<file path="src/include/sdt_pkg.sv">
// Package: constants for the sinc decimation timing block
package sdt_pkg;
	localparam int RATE_W = 10;
	localparam int DEC_PER_RATE = 1024;
	localparam logic [9:0] RATE_MIN = 10'h001;
	localparam logic [9:0] RATE_RST = 10'h060;
	localparam logic [2:0] ORDER4_PERIODS = 3'h4;
	localparam logic [2:0] ORDER3_PERIODS = 3'h3;
	localparam int ACC_W = 32;
	localparam int DATA_W = 24;
	localparam int RESULT_SHIFT = 8;
	// Register offsets of the plain port
	localparam logic [3:0] ADDR_MODE = 4'h0;
	localparam logic [3:0] ADDR_CHAN = 4'h1;
	localparam logic [3:0] ADDR_STATUS = 4'h2;
	localparam logic [3:0] ADDR_RESULT = 4'h3;
	// Mode register field positions
	localparam int MODE_RATE_LSB = 0;
	localparam int MODE_ZERO_LAT_BIT = 11;
	localparam int MODE_THIRD_BIT = 12;
	localparam int MODE_DUAL_BIT = 13;
	localparam int MODE_CHAN_W = 2;
	typedef enum logic [1:0] {
		SDT_SETTLE = 2'b00,
		SDT_RUN = 2'b01
	} sdt_state_t;
endpackage : sdt_pkg

</file>
<file path="src/rtl/sdt_top.sv">
// Sinc decimation timing: rate, order, zero latency, settling and results
`timescale 1ns/1ns
module sdt_top (
	input wire logic i_mclk,
	input wire logic i_sys_rst,
	input wire logic i_mod_bit,
	input wire logic [3:0] i_addr,
	input wire logic [31:0] i_wdata,
	input wire logic i_wr,
	input wire logic i_rd,
	output logic [31:0] o_rdata,
	output logic [sdt_pkg::DATA_W-1:0] o_result,
	output logic o_result_valid,
	output logic o_filter_reset
);
	localparam int W = sdt_pkg::ACC_W;
	localparam int NST = 4;

	////////////////////////////////////////////////////////////////////////////
	// Register file
	logic [9:0] rate_word;
	logic zero_latency;
	logic third_order_select;
	logic dual_notch_select;
	logic [1:0] channel;
	logic [31:0] status_word;
	logic [31:0] mode_word;
	logic [31:0] rd_mux;
	logic wr_mode;
	logic wr_chan;
	logic [9:0] rate_eff;
	assign wr_mode = i_wr && (i_addr == sdt_pkg::ADDR_MODE);
	assign wr_chan = i_wr && (i_addr == sdt_pkg::ADDR_CHAN);
	// Zero rate would stall the divider; treat it as the minimum
	assign rate_eff = (rate_word == '0) ? sdt_pkg::RATE_MIN : rate_word;

	// Mode register: software owns every field
	always_ff @(posedge i_mclk) begin
		if (i_sys_rst) begin
			rate_word <= sdt_pkg::RATE_RST;
			zero_latency <= 1'b0;
			third_order_select <= 1'b0;
			dual_notch_select <= 1'b0;
			channel <= '0;
		end else begin
			if (wr_mode) begin
				rate_word <= i_wdata[sdt_pkg::MODE_RATE_LSB +: sdt_pkg::RATE_W];
				zero_latency <= i_wdata[sdt_pkg::MODE_ZERO_LAT_BIT];
				third_order_select <= i_wdata[sdt_pkg::MODE_THIRD_BIT];
				dual_notch_select <= i_wdata[sdt_pkg::MODE_DUAL_BIT];
			end
			if (wr_chan) begin
				channel <= i_wdata[sdt_pkg::MODE_CHAN_W-1:0];
			end
		end
	end

	////////////////////////////////////////////////////////////////////////////
	// Timing: decimation counter and settle counter
	logic [10:0] dec_cnt;
	logic [9:0] rate_cnt;
	logic [2:0] per_cnt;
	logic [2:0] need_periods;
	logic restart;
	logic period_end;
	logic dec_tick;
	logic [2:0] per_inc;
	logic conv_done;
	sdt_pkg::sdt_state_t state;
	sdt_pkg::sdt_state_t next_state;
	// Any mode or channel write restarts the filter like a channel change
	assign restart = wr_mode || wr_chan;
	assign dec_tick = (dec_cnt == 11'(sdt_pkg::DEC_PER_RATE - 1));
	assign period_end = dec_tick && (rate_cnt == rate_eff - 10'h001);
	assign need_periods = third_order_select ? sdt_pkg::ORDER3_PERIODS
		: sdt_pkg::ORDER4_PERIODS;
	assign per_inc = per_cnt + 3'h1;
	// In settle, or always under zero latency, a result waits the whole interval
	assign conv_done = period_end && ((state == sdt_pkg::SDT_RUN && !zero_latency)
		|| per_inc == need_periods);

	// Settle holds results until its last period; run emits one per period
	always_comb begin
		next_state = state;
		case (state)
			sdt_pkg::SDT_SETTLE: begin
				if (period_end && per_inc == need_periods && !zero_latency) begin
					next_state = sdt_pkg::SDT_RUN;
				end
			end
			sdt_pkg::SDT_RUN: begin
				next_state = sdt_pkg::SDT_RUN;
			end
			default: begin
				next_state = sdt_pkg::SDT_SETTLE;
			end
		endcase
		if (restart) begin
			next_state = sdt_pkg::SDT_SETTLE;
		end
	end

	// Counters restart with the filter
	always_ff @(posedge i_mclk) begin
		if (i_sys_rst || restart) begin
			state <= sdt_pkg::SDT_SETTLE;
			dec_cnt <= '0;
			rate_cnt <= '0;
			per_cnt <= '0;
		end else begin
			state <= next_state;
			dec_cnt <= dec_tick ? '0 : dec_cnt + 11'h001;
			if (dec_tick) begin
				rate_cnt <= period_end ? '0 : rate_cnt + 10'h001;
			end
			if (period_end) begin
				per_cnt <= (per_inc == need_periods) ? '0 : per_inc;
			end
		end
	end

	////////////////////////////////////////////////////////////////////////////
	// CIC datapath: four integrators at clock rate, combs at output rate
	logic [W-1:0] integ [0:NST];
	logic [W-1:0] comb_in [0:NST];
	logic [W-1:0] comb_dly [0:NST-1];
	logic [W-1:0] comb_out;
	logic [W-1:0] chain_out;
	logic clr;
	assign clr = i_sys_rst || restart;
	assign integ[0] = {{(W-1){1'b0}}, i_mod_bit};

	genvar g;
	generate
		for (g = 0; g < NST; g++) begin : g_int
			sdt_integ #(.W(W)) u_int (
				.i_mclk(i_mclk),
				.i_clr(clr),
				.i_step(1'b1),
				.i_in(integ[g]),
				.o_acc(integ[g+1])
			);
		end
		for (g = 0; g < NST; g++) begin : g_comb
			always_ff @(posedge i_mclk) begin
				if (clr) begin
					comb_dly[g] <= '0;
				end else if (period_end) begin
					comb_dly[g] <= comb_in[g];
				end
			end
			assign comb_in[g+1] = comb_in[g] - comb_dly[g];
		end
	endgenerate
	// Third order taps one stage earlier; dual notch (fourth order only) subtracts half the last comb delay once more
	assign chain_out = third_order_select ? integ[NST-1] : integ[NST];
	assign comb_in[0] = chain_out;
	assign comb_out = third_order_select ? comb_in[NST-1]
		: (dual_notch_select ? comb_in[NST] - (comb_dly[NST-1] >>> 1) : comb_in[NST]);

	////////////////////////////////////////////////////////////////////////////
	// Result hand-off and read port
	assign mode_word = {18'h0_0000, dual_notch_select, third_order_select, zero_latency, 1'b0, rate_word};
	assign status_word = {27'h000_0000, per_cnt, state == sdt_pkg::SDT_RUN, 1'b0};
	assign rd_mux = (i_addr == sdt_pkg::ADDR_MODE) ? mode_word
		: (i_addr == sdt_pkg::ADDR_CHAN) ? {30'h0000_0000, channel}
		: (i_addr == sdt_pkg::ADDR_STATUS) ? status_word
		: (i_addr == sdt_pkg::ADDR_RESULT) ? {8'h00, o_result}
		: 32'h0000_0000;

	// Result strobe is one cycle; read data one cycle after the read strobe
	always_ff @(posedge i_mclk) begin
		if (i_sys_rst) begin
			o_result <= '0;
			o_result_valid <= 1'b0;
			o_filter_reset <= 1'b1;
			o_rdata <= '0;
		end else begin
			o_result_valid <= conv_done && !restart;
			if (conv_done && !restart) begin
				o_result <= comb_out[sdt_pkg::RESULT_SHIFT +: sdt_pkg::DATA_W];
			end
			o_filter_reset <= restart;
			o_rdata <= i_rd ? rd_mux : 32'h0000_0000;
		end
	end

	////////////////////////////////////////////////////////////////////////////
	// Checks
	strobe_one_a: assert property (@(posedge i_mclk) disable iff (i_sys_rst)
		o_result_valid |=> !o_result_valid) else $error("valid strobe longer than one cycle");
	settle_hold_a: assert property (@(posedge i_mclk) disable iff (i_sys_rst)
		restart |=> !o_result_valid [*8]) else $error("result during settle");
	order_reset_a: assert property (@(posedge i_mclk)
		i_sys_rst |=> !third_order_select) else $error("reset order not fourth");
	period_cnt_a: assert property (@(posedge i_mclk) disable iff (i_sys_rst)
		period_end |-> per_cnt < need_periods) else $error("period count overran");
	zl_run_a: assert property (@(posedge i_mclk) disable iff (i_sys_rst)
		zero_latency && !$past(restart) |-> state == sdt_pkg::SDT_SETTLE) else $error("zero latency left settle");
	zl_rate_a: assert property (@(posedge i_mclk) disable iff (i_sys_rst)
		zero_latency && conv_done |-> per_inc == need_periods) else $error("early zero latency result");
	order3_a: assert property (@(posedge i_mclk) disable iff (i_sys_rst)
		third_order_select |-> need_periods == 3'h3) else $error("third order periods wrong");
	restart_clr_a: assert property (@(posedge i_mclk) disable iff (i_sys_rst)
		wr_chan |=> dec_cnt == '0 && per_cnt == '0) else $error("channel change did not reset");
	rate_nz_a: assert property (@(posedge i_mclk) rate_eff != '0) else $error("rate zero");

	// Read data stand only in the cycle after a read strobe
	rdata_idle_a: assert property (@(posedge i_mclk) disable iff (i_sys_rst)
		!i_rd |=> o_rdata == 32'h0000_0000) else $error("read data outside read");

	// Filter reset pulse follows every restart
	freset_pulse_a: assert property (@(posedge i_mclk) disable iff (i_sys_rst)
		restart |=> o_filter_reset) else $error("filter reset missing");

	// No filter reset pulse without a restart
	freset_low_a: assert property (@(posedge i_mclk) disable iff (i_sys_rst)
		!restart |=> !o_filter_reset) else $error("spurious filter reset");

	// Results only ever leave at a period boundary
	valid_period_a: assert property (@(posedge i_mclk) disable iff (i_sys_rst)
		o_result_valid |-> $past(period_end)) else $error("result off period");

	// A period end short of the settle count emits nothing
	settle_early_a: assert property (@(posedge i_mclk) disable iff (i_sys_rst)
		state == sdt_pkg::SDT_SETTLE && period_end && per_inc != need_periods |=> !o_result_valid)
		else $error("result before settle");

	// Once running, every period yields a result
	run_each_a: assert property (@(posedge i_mclk) disable iff (i_sys_rst)
		state == sdt_pkg::SDT_RUN && !zero_latency && period_end && !restart |=> o_result_valid)
		else $error("running period lost");

	// Decimation counter never passes its wrap value
	dec_wrap_a: assert property (@(posedge i_mclk) disable iff (i_sys_rst)
		dec_cnt <= 11'(sdt_pkg::DEC_PER_RATE - 1)) else $error("decimation count overran");

	// Decimation counter steps by one between wraps
	dec_step_a: assert property (@(posedge i_mclk) disable iff (i_sys_rst)
		!dec_tick && !restart |=> dec_cnt == $past(dec_cnt) + 11'h001) else $error("decimation step wrong");

	// Rate counter stays below the effective rate word
	rate_cnt_a: assert property (@(posedge i_mclk) disable iff (i_sys_rst)
		rate_cnt < rate_eff) else $error("rate count overran");

	// Period counter stays below the settle count
	per_cnt_a: assert property (@(posedge i_mclk) disable iff (i_sys_rst)
		per_cnt < need_periods) else $error("period count out of range");

	// Period counter advances by one at a non-final period end
	per_step_a: assert property (@(posedge i_mclk) disable iff (i_sys_rst)
		period_end && per_inc != need_periods && !restart |=> per_cnt == $past(per_inc))
		else $error("period step wrong");

	// Fourth order needs four periods
	order4_a: assert property (@(posedge i_mclk) disable iff (i_sys_rst)
		!third_order_select |-> need_periods == sdt_pkg::ORDER4_PERIODS) else $error("fourth order periods wrong");

	// Result register moves only with its strobe
	result_hold_a: assert property (@(posedge i_mclk) disable iff (i_sys_rst)
		!o_result_valid |-> $stable(o_result)) else $error("result changed without strobe");

	// A restart clears the timing state
	restart_state_a: assert property (@(posedge i_mclk) disable iff (i_sys_rst)
		restart |=> per_cnt == '0 && rate_cnt == '0 && state == sdt_pkg::SDT_SETTLE)
		else $error("restart left timing state");

	// Mode write takes the zero latency bit
	zl_latch_a: assert property (@(posedge i_mclk) disable iff (i_sys_rst)
		wr_mode |=> zero_latency == $past(i_wdata[sdt_pkg::MODE_ZERO_LAT_BIT])) else $error("zero latency not taken");

	// Mode write takes the order select bit
	order_latch_a: assert property (@(posedge i_mclk) disable iff (i_sys_rst)
		wr_mode |=> third_order_select == $past(i_wdata[sdt_pkg::MODE_THIRD_BIT])) else $error("order not taken");

	// Mode write takes the dual notch bit
	dual_latch_a: assert property (@(posedge i_mclk) disable iff (i_sys_rst)
		wr_mode |=> dual_notch_select == $past(i_wdata[sdt_pkg::MODE_DUAL_BIT])) else $error("dual notch not taken");

	// Mode write takes the rate word
	rate_latch_a: assert property (@(posedge i_mclk) disable iff (i_sys_rst)
		wr_mode |=> rate_word == $past(i_wdata[9:0])) else $error("rate word not taken");

	// Channel write takes the channel field
	chan_latch_a: assert property (@(posedge i_mclk) disable iff (i_sys_rst)
		wr_chan |=> channel == $past(i_wdata[1:0])) else $error("channel not taken");

	// Reset keeps the strobe low and the filter reset high
	rst_out_a: assert property (@(posedge i_mclk)
		i_sys_rst |=> !o_result_valid && o_filter_reset) else $error("outputs wrong in reset");

	// Mode read returns the mode fields
	mode_read_a: assert property (@(posedge i_mclk) disable iff (i_sys_rst)
		i_rd && i_addr == sdt_pkg::ADDR_MODE |=> o_rdata == $past(mode_word)) else $error("mode read wrong");
endmodule : sdt_top

</file>
<file path="src/rtl/sdt_integ.sv">
// One integrator stage with clear and step enable, parameterised by width
`timescale 1ns/1ns
module sdt_integ #(
	parameter int W = 32
) (
	input wire logic i_mclk,
	input wire logic i_clr,
	input wire logic i_step,
	input wire logic [W-1:0] i_in,
	output logic [W-1:0] o_acc
);
	logic [W-1:0] next_acc;
	// Wrapping sum is intended: CIC stages rely on modular arithmetic
	assign next_acc = i_clr ? '0 : (i_step ? o_acc + i_in : o_acc);
	always_ff @(posedge i_mclk) begin
		o_acc <= next_acc;
	end
endmodule : sdt_integ

</file>
<file path="config.mk">
export PLATFORM = sky130hd
export DESIGN_NAME = sdt_top
export DESIGN_NICKNAME = d
export VERILOG_FILES = /design/src/include/sdt_pkg.sv /design/src/rtl/sdt_top.sv /design/src/rtl/sdt_integ.sv
export SDC_FILE = /design/constraint.sdc
export NUM_CORES = 1
export LEC_CHECK = 0
export BUFFER_PORTS_ARGS = -buffer_cell sky130_fd_sc_hd__buf_2
export CELL_PAD_IN_SITES_DETAIL_PLACEMENT = 1
export CELL_PAD_IN_SITES_GLOBAL_PLACEMENT = 1
export CORE_UTILIZATION = 27
export DETAILED_ROUTE_END_ITERATION = 8
export GPL_TIMING_DRIVEN = 0
export PLACE_DENSITY = 0.62
export SLEW_MARGIN = 20
export SYNTH_ARGS = -nofsm -noshare
export SYNTH_HDL_FRONTEND = slang
export SYNTH_SLANG_ARGS = --single-unit
</file>
<file path="constraint.sdc">
create_clock -name i_mclk -period 18.95 [get_ports i_mclk]
set_clock_uncertainty 0.1 [all_clocks]
set_input_delay 2.8425 -clock i_mclk [delete_from_list [all_inputs] [get_ports i_mclk]]
set_output_delay 2.8425 -clock i_mclk [all_outputs]
set_load 0.03 [all_outputs]
</file>
Word-level counts from Yosys, hierarchy flattened:

Memory sizes are Yosys's and may differ from the RTL's.
Index checks and enable logic that the tools add are counted.

* add/subtract/negate cells: 13
* multiplexer cells: 22
* reductions and logical operators: 21
* equality and inequality tests: 8
* bitwise gates (word level): 6

Operator list (count)
* 32-bit 2-to-1 mux: 7
* 32-bit subtractor: 4
* 32-bit adder: 3
* 14-bit 2-to-1 mux: 4
* 32-bit by 1-bit adder with 32-bit output: 1
* 32-bit by 31-bit subtractor with 32-bit output: 1
* 10-bit 2-to-1 mux: 2
* 11-bit by 1-bit adder with 11-bit output, second input constant: 1
* 11-bit by 10-bit == test with 1-bit output, second input constant: 1
* 10-bit by 1-bit adder with 10-bit output, second input constant: 1
* 10-bit == test: 1
* 10-bit logical NOT: 1
* 10-bit by 1-bit subtractor with 10-bit output, second input constant: 1
* 4-bit by 2-bit == test with 1-bit output, second input constant: 2
* 1-bit logical AND: 8
* 3-bit 2-to-1 mux: 2
* 2-bit OR reduction: 3
* 6-bit OR reduction: 1
* 1-bit 2-to-1 mux: 5
* 5-bit OR reduction: 1
* 4-bit by 1-bit == test with 1-bit output, second input constant: 1
* 4-bit logical NOT: 1
* 1-bit bitwise OR: 4
* 2-bit one-hot mux with 2 select lines: 1
* 9 further kinds: 13

* word-level logic and storage cells: 90
* memories: 1
* input port bits: 41
* register bits after elaboration: 227
* RAM bits: 128

Memories
* comb_dly: depth 4, width 32, rd ports 4, clocked after memory_dff 0, write ports 4, RTL line sdt_top.sv:126 `logic [W-1:0] comb_dly [0:NST-1];`

Logic depth before layout (Yosys ltp):

* word-level depth: 9
* gate-level depth with buffers: 53

By module:

Synthesis repeated with hierarchy kept, for this count alone.

* cells, all modules: 3392
* area, all modules: 28796.4 µm²

By module, submodules not included
* sdt_top: seq. area each 5645.4 µm², area an instance 16764.8 µm², instances 1, cells each 1896
* sdt_integ: seq. area each 640.6 µm², area an instance 3007.9 µm², instances 4, cells each 374

Worst setup path after synthesis:

OpenSTA, ideal clock, no wires.

* path kind: reg-to-reg
* start: register third_order_select
* end: register o_result[22] (netlist bit)
* path buffers: 3
* slack: 9.170 ns
* arrival: 9.564 ns
* period minus slack after synthesis: 9.780 ns
* setup time: 0.116 ns
* stages on the path, launching flop included: 49
* required time: 18.734 ns
* cells stage by stage: dfxtp_1 -> clkbuf_1 -> clkbuf_1 -> clkbuf_1 -> mux2i_1 -> ha_1 -> fa_1 -> nor2b_1 -> o21ai_0 -> a21oi_1 -> o21ai_0 -> a21oi_1 -> o21a_1 -> nor2_1 -> xnor2_1 -> ha_1 -> a21o_1 -> a21o_1 -> (+13 left out) -> o221a_2 -> xor2_1 -> ha_1 -> nand3_1 -> or2_2 -> a211oi_1 -> o21ai_1 -> nand2_1 -> xor2_1 -> ha_1 -> a21o_1 -> a21oi_1 -> nor2b_1 -> o41ai_1 -> nor2b_1 -> xnor2_1 -> nand3_1 -> o211a_1

RTL lines
* start: declaration: RTL line sdt_top.sv:23 `logic third_order_select;`
* start signal: assignment: RTL line sdt_top.sv:49 `third_order_select <= i_wdata[sdt_pkg::MODE_THIRD_BIT];`
* end signal: assignment: RTL line sdt_top.sv:181 `o_result <= comb_out[sdt_pkg::RESULT_SHIFT +: sdt_pkg::DATA_W];`
* end: declaration: RTL line sdt_top.sv:12 `output logic [sdt_pkg::DATA_W-1:0] o_result,`

==> summary.txt <==
Critical path
  • CP max-delay cell: clkbuf_1
  • CP Data Arrival Time: 13.14 ns
  • Reg2reg end: o_result[22]
  • CP delay by family, top: compound AO/OA/AOI/OAI gates
  • Worst r2r src: third_order_select
  • Crit Path Max Fanout: 10
  • Worst Setup Start Kind: flop
  • CP Capture Type: flop
  • WP buf/inv: 3
  • Critical path required time: 19.34 ns
  • Reg2Reg Setup Slack: 6.20 ns
  • R2R cell count: 48
  • Slowest cell delay on critical path: 0.79 ns
  • Crit-path most repeated cell: a21o_1
  • Kind of critical path: reg2reg

GRT
  • Initial antenna violation count: 0
  • Largest net degree at the start of global routing: 48
  • Gr usage total: 15.30%
  • First-pass GRT wire length: 113.9 mm
  • Total gr overflow: 0
  • Vias in the first global route: 20996

Clock network
  • TritonCTS Sinks: 346
  • Hold_buf cts: 0
  • Num CTS Buffers: 45
  • Clk Latency, worst-skew pair: 0.61 ns
  • Clock slew at reported path FFs: 0.06 ns
  • Post-CTS Setup Bufs: 0
  • Root Driver: clkbuf_16
  • CTS Buffer Depth: 3
  • Post-cts sizing count: 0
  • H-tree Lvls: 2
  • CTS tree: built

STA
  • Min Tclk post-route: 12.75 ns
  • Highest clock rate: 0.07842 GHz
  • RSZ-0062 raised after global routing: false
  • Setup tns final: 0 ns
  • Final hold violation count: 0
  • Slew margin rel.: 31.46%
  • Final count of pins violating max slew: 0
  • Worst Tran Pin Value: 1.028 ns
  • Final setup vio count: 0
  • Tcrit/Tclk final: 67.29%

Synth
  • Synth cell types: 78
  • Ys async rst share: 0%
  • Syn avg cell area: 8.591 µm²
  • Synth Area in XOR/XNOR: 8.140%
  • Largest family of logic cells by synthesized area: simple AND/OR/NAND/NOR gates
  • Synth Cell Area: 24590 µm²
  • Synth area leader: dfxtp_1
  • Post-synth EDFFs: 128
  • Post-synthesis compound-gate area fraction: 18.49%
  • Register area share after synthesis: 33.37%
  • Ranking of synthesized cells by area: dfxtp_1, edfxtp_1, ha_1, xnor2_1, a21oi_1
  • Top cell type's share of synthesized area: 17.74%
  • Ys Warns: 0
  • Post-synthesis mux area share: 2.233%
  • FF+latch count, synth: 346
  • Top_reg_cell synth: dfxtp_1
  • Syn Inst Count: 2863
  • Area share of fa/ha/maj cells after synthesis: 13.44%
  • Synth Area in Simple Gates: 19.58%

Routing
  • Initial drt markers: 737
  • Post-DR vias/cell: 4.899
  • Drt pass-1 iters: 5
  • DRC: 0
  • Per-cell routed wire length: 16.98 µm
  • DRT antenna net count: 0
  • WL final: 71.38 mm
  • DR vias: 20590

Hold path
  • Hold path cells: 1
  • Type of the worst min-delay path: reg2reg
  • Beginning of the worst hold path: dec_cnt[10]
  • Worst Hold Path EP: dec_cnt[10]

Power
  • Pwr Total: 3283 µW
  • Pwr/cell area: 116.8 nW/µm²
  • VDD IR max: 70.83 µV
  • Leak: 0.01252 µW

Placement
  • Detailed Place HPWL: 56.94 mm
  • Post-DP Area: 26520 µm²
  • Final GP Congestion: 0.8183
  • Port Buffer Count: 70

Die
  • Core area: 90150 µm²
  • Starting Density: 27.28%
  • I/O pins: 99
  • Die Wd: 303.8 µm
  • Die area: 92300 µm²
  • Vert. Die Dim: 303.8 µm
  • Site Rows: 110

Final layout
  • Final core utilization: 31.18%
  • Layout cells sized above 1: 7.303%
  • Area added between synthesis and finish: 14.29%
  • Nets: 3291
  • Final instance area: 28110 µm²

Job
  • Max Cap Viol: 0

Outcome
  • Status: finished, final reports clean
## synthesized netlist by cell type, drive strengths merged (64+ instances only)
cell      n
dfxtp   218
nor3     64
ha      253
and2     70
and3    102
a21o    123
nand3    66
nor2    287
o21ai   134
a21oi   221
xnor2   139
edfxtp  128
inv     224
nand2   198
xor2     87
## routing by layer
| metal | part of all wire (%) | track usage (%) | vias to the layer above |
|---|---|---|---|
| li1 | - | - | 10430 |
| met1 | 47 | 19.62 | 9819 |
| met2 | 47 | 26.38 | 235 |
| met3 | 2.8 | 2.082 | 106 |
| met4 | 3.1 | 4.958 | 0 |
| met5 | 0 | 0 | - |
## kinds of logic (layout without fill, tap and decap cells)
kind of cell | after synthesis | after routing
simple gates | 973 | 973
compound gates | 704 | 704
flops | 346 | 346
buf+inv | 301 | 457
fa+ha+maj | 260 | 260
xor+xnor | 227 | 227
mux | 51 | 51
other cells | 1 | 9
## cell type report
class | count | area, µm²
flip-flops and latches | 346 | 8208
fillers | 10672 | 62040
plain buffers | 77 | 326.6
well taps | 1176 | 1471
clock inverters | 19 | 182.7
repair buffers | 73 | 410.4
clock buffers | 64 | 1409
diodes | 1 | 2.502
inverters | 224 | 840.8
multi-input cells | 2223 | 15260
## registers in the layout, indices dropped and copies added, names as in the netlist, 2 cells and up
name,cells
o_result,24
g_int.u_int.o_acc,128
rate_word,10
channel,2
comb_dly,128
per_cnt,3
dec_cnt,11
o_rdata,24
rate_cnt,10
## worst reg2reg max path, delay by kind of cell, from the launching register on
family | cells | cell delay (ns)
XOR/XNOR | 5 | 0.91
buffers and inverters | 3 | 1.89
multiplexers | 1 | 0.40
AND/OR/NAND/NOR | 8 | 1.21
AO/OA/AOI/OAI | 25 | 5.64
adder cells (fa/ha/maj) | 6 | 2.19
flip-flops | 1 | 0.31
## worst max path at each step
stage                                  start            to  slack, ns  cells past startpoint
final                     third_order_select  o_result[22]       6.20                     48
after global routing      third_order_select  o_result[23]       5.40                     48
after CTS                 third_order_select  o_result[22]       6.15                     48
after detailed placement  third_order_select  o_result[22]       6.23                     48
after global placement    third_order_select  o_result[22]       5.36                     48
after floorplan           third_order_select  o_result[22]       9.17                     48
## layout by cell type, fill, tap and decap left out, types with 29 or more instances in the layout
cell type	Yosys	routed
nor2_1	287	287
xor2_1	87	87
a21o_1	123	123
nand2_1	198	197
nand2b_1	29	29
ha_1	253	253
dfxtp_1	218	218
a21oi_1	220	220
nand3_1	66	66
nor2b_1	37	37
clkbuf_16	0	51
inv_1	224	224
mux2_2	31	31
o21ai_0	110	110
edfxtp_1	128	128
and3_1	102	102
and2_1	70	70
nor3_1	64	64
buf_2	2	73
clkbuf_1	57	58
xnor2_1	139	139
o21a_1	32	32
## per-stage QoR
step | hold WS [ns] | std cells | worst slack [ns]
global route | 0.3828 | 4202 | 5.398
finish | 0.3664 | 4203 | 6.198
floorplan | 0.3357 | 2870 | 9.170
global placement | 0.3513 | 4116 | 5.359
CTS | 0.3658 | 4202 | 6.146
detailed placement | 0.3582 | 4119 | 6.228
## power by group
part           internal (µW)  switching [µW]  total [µW]
Sequential               785            7.62         792
Clock                    537             370         908
Combinational            682             901        1580
Total                   2000            1280        3280
(Power assumes the default switching activity.)
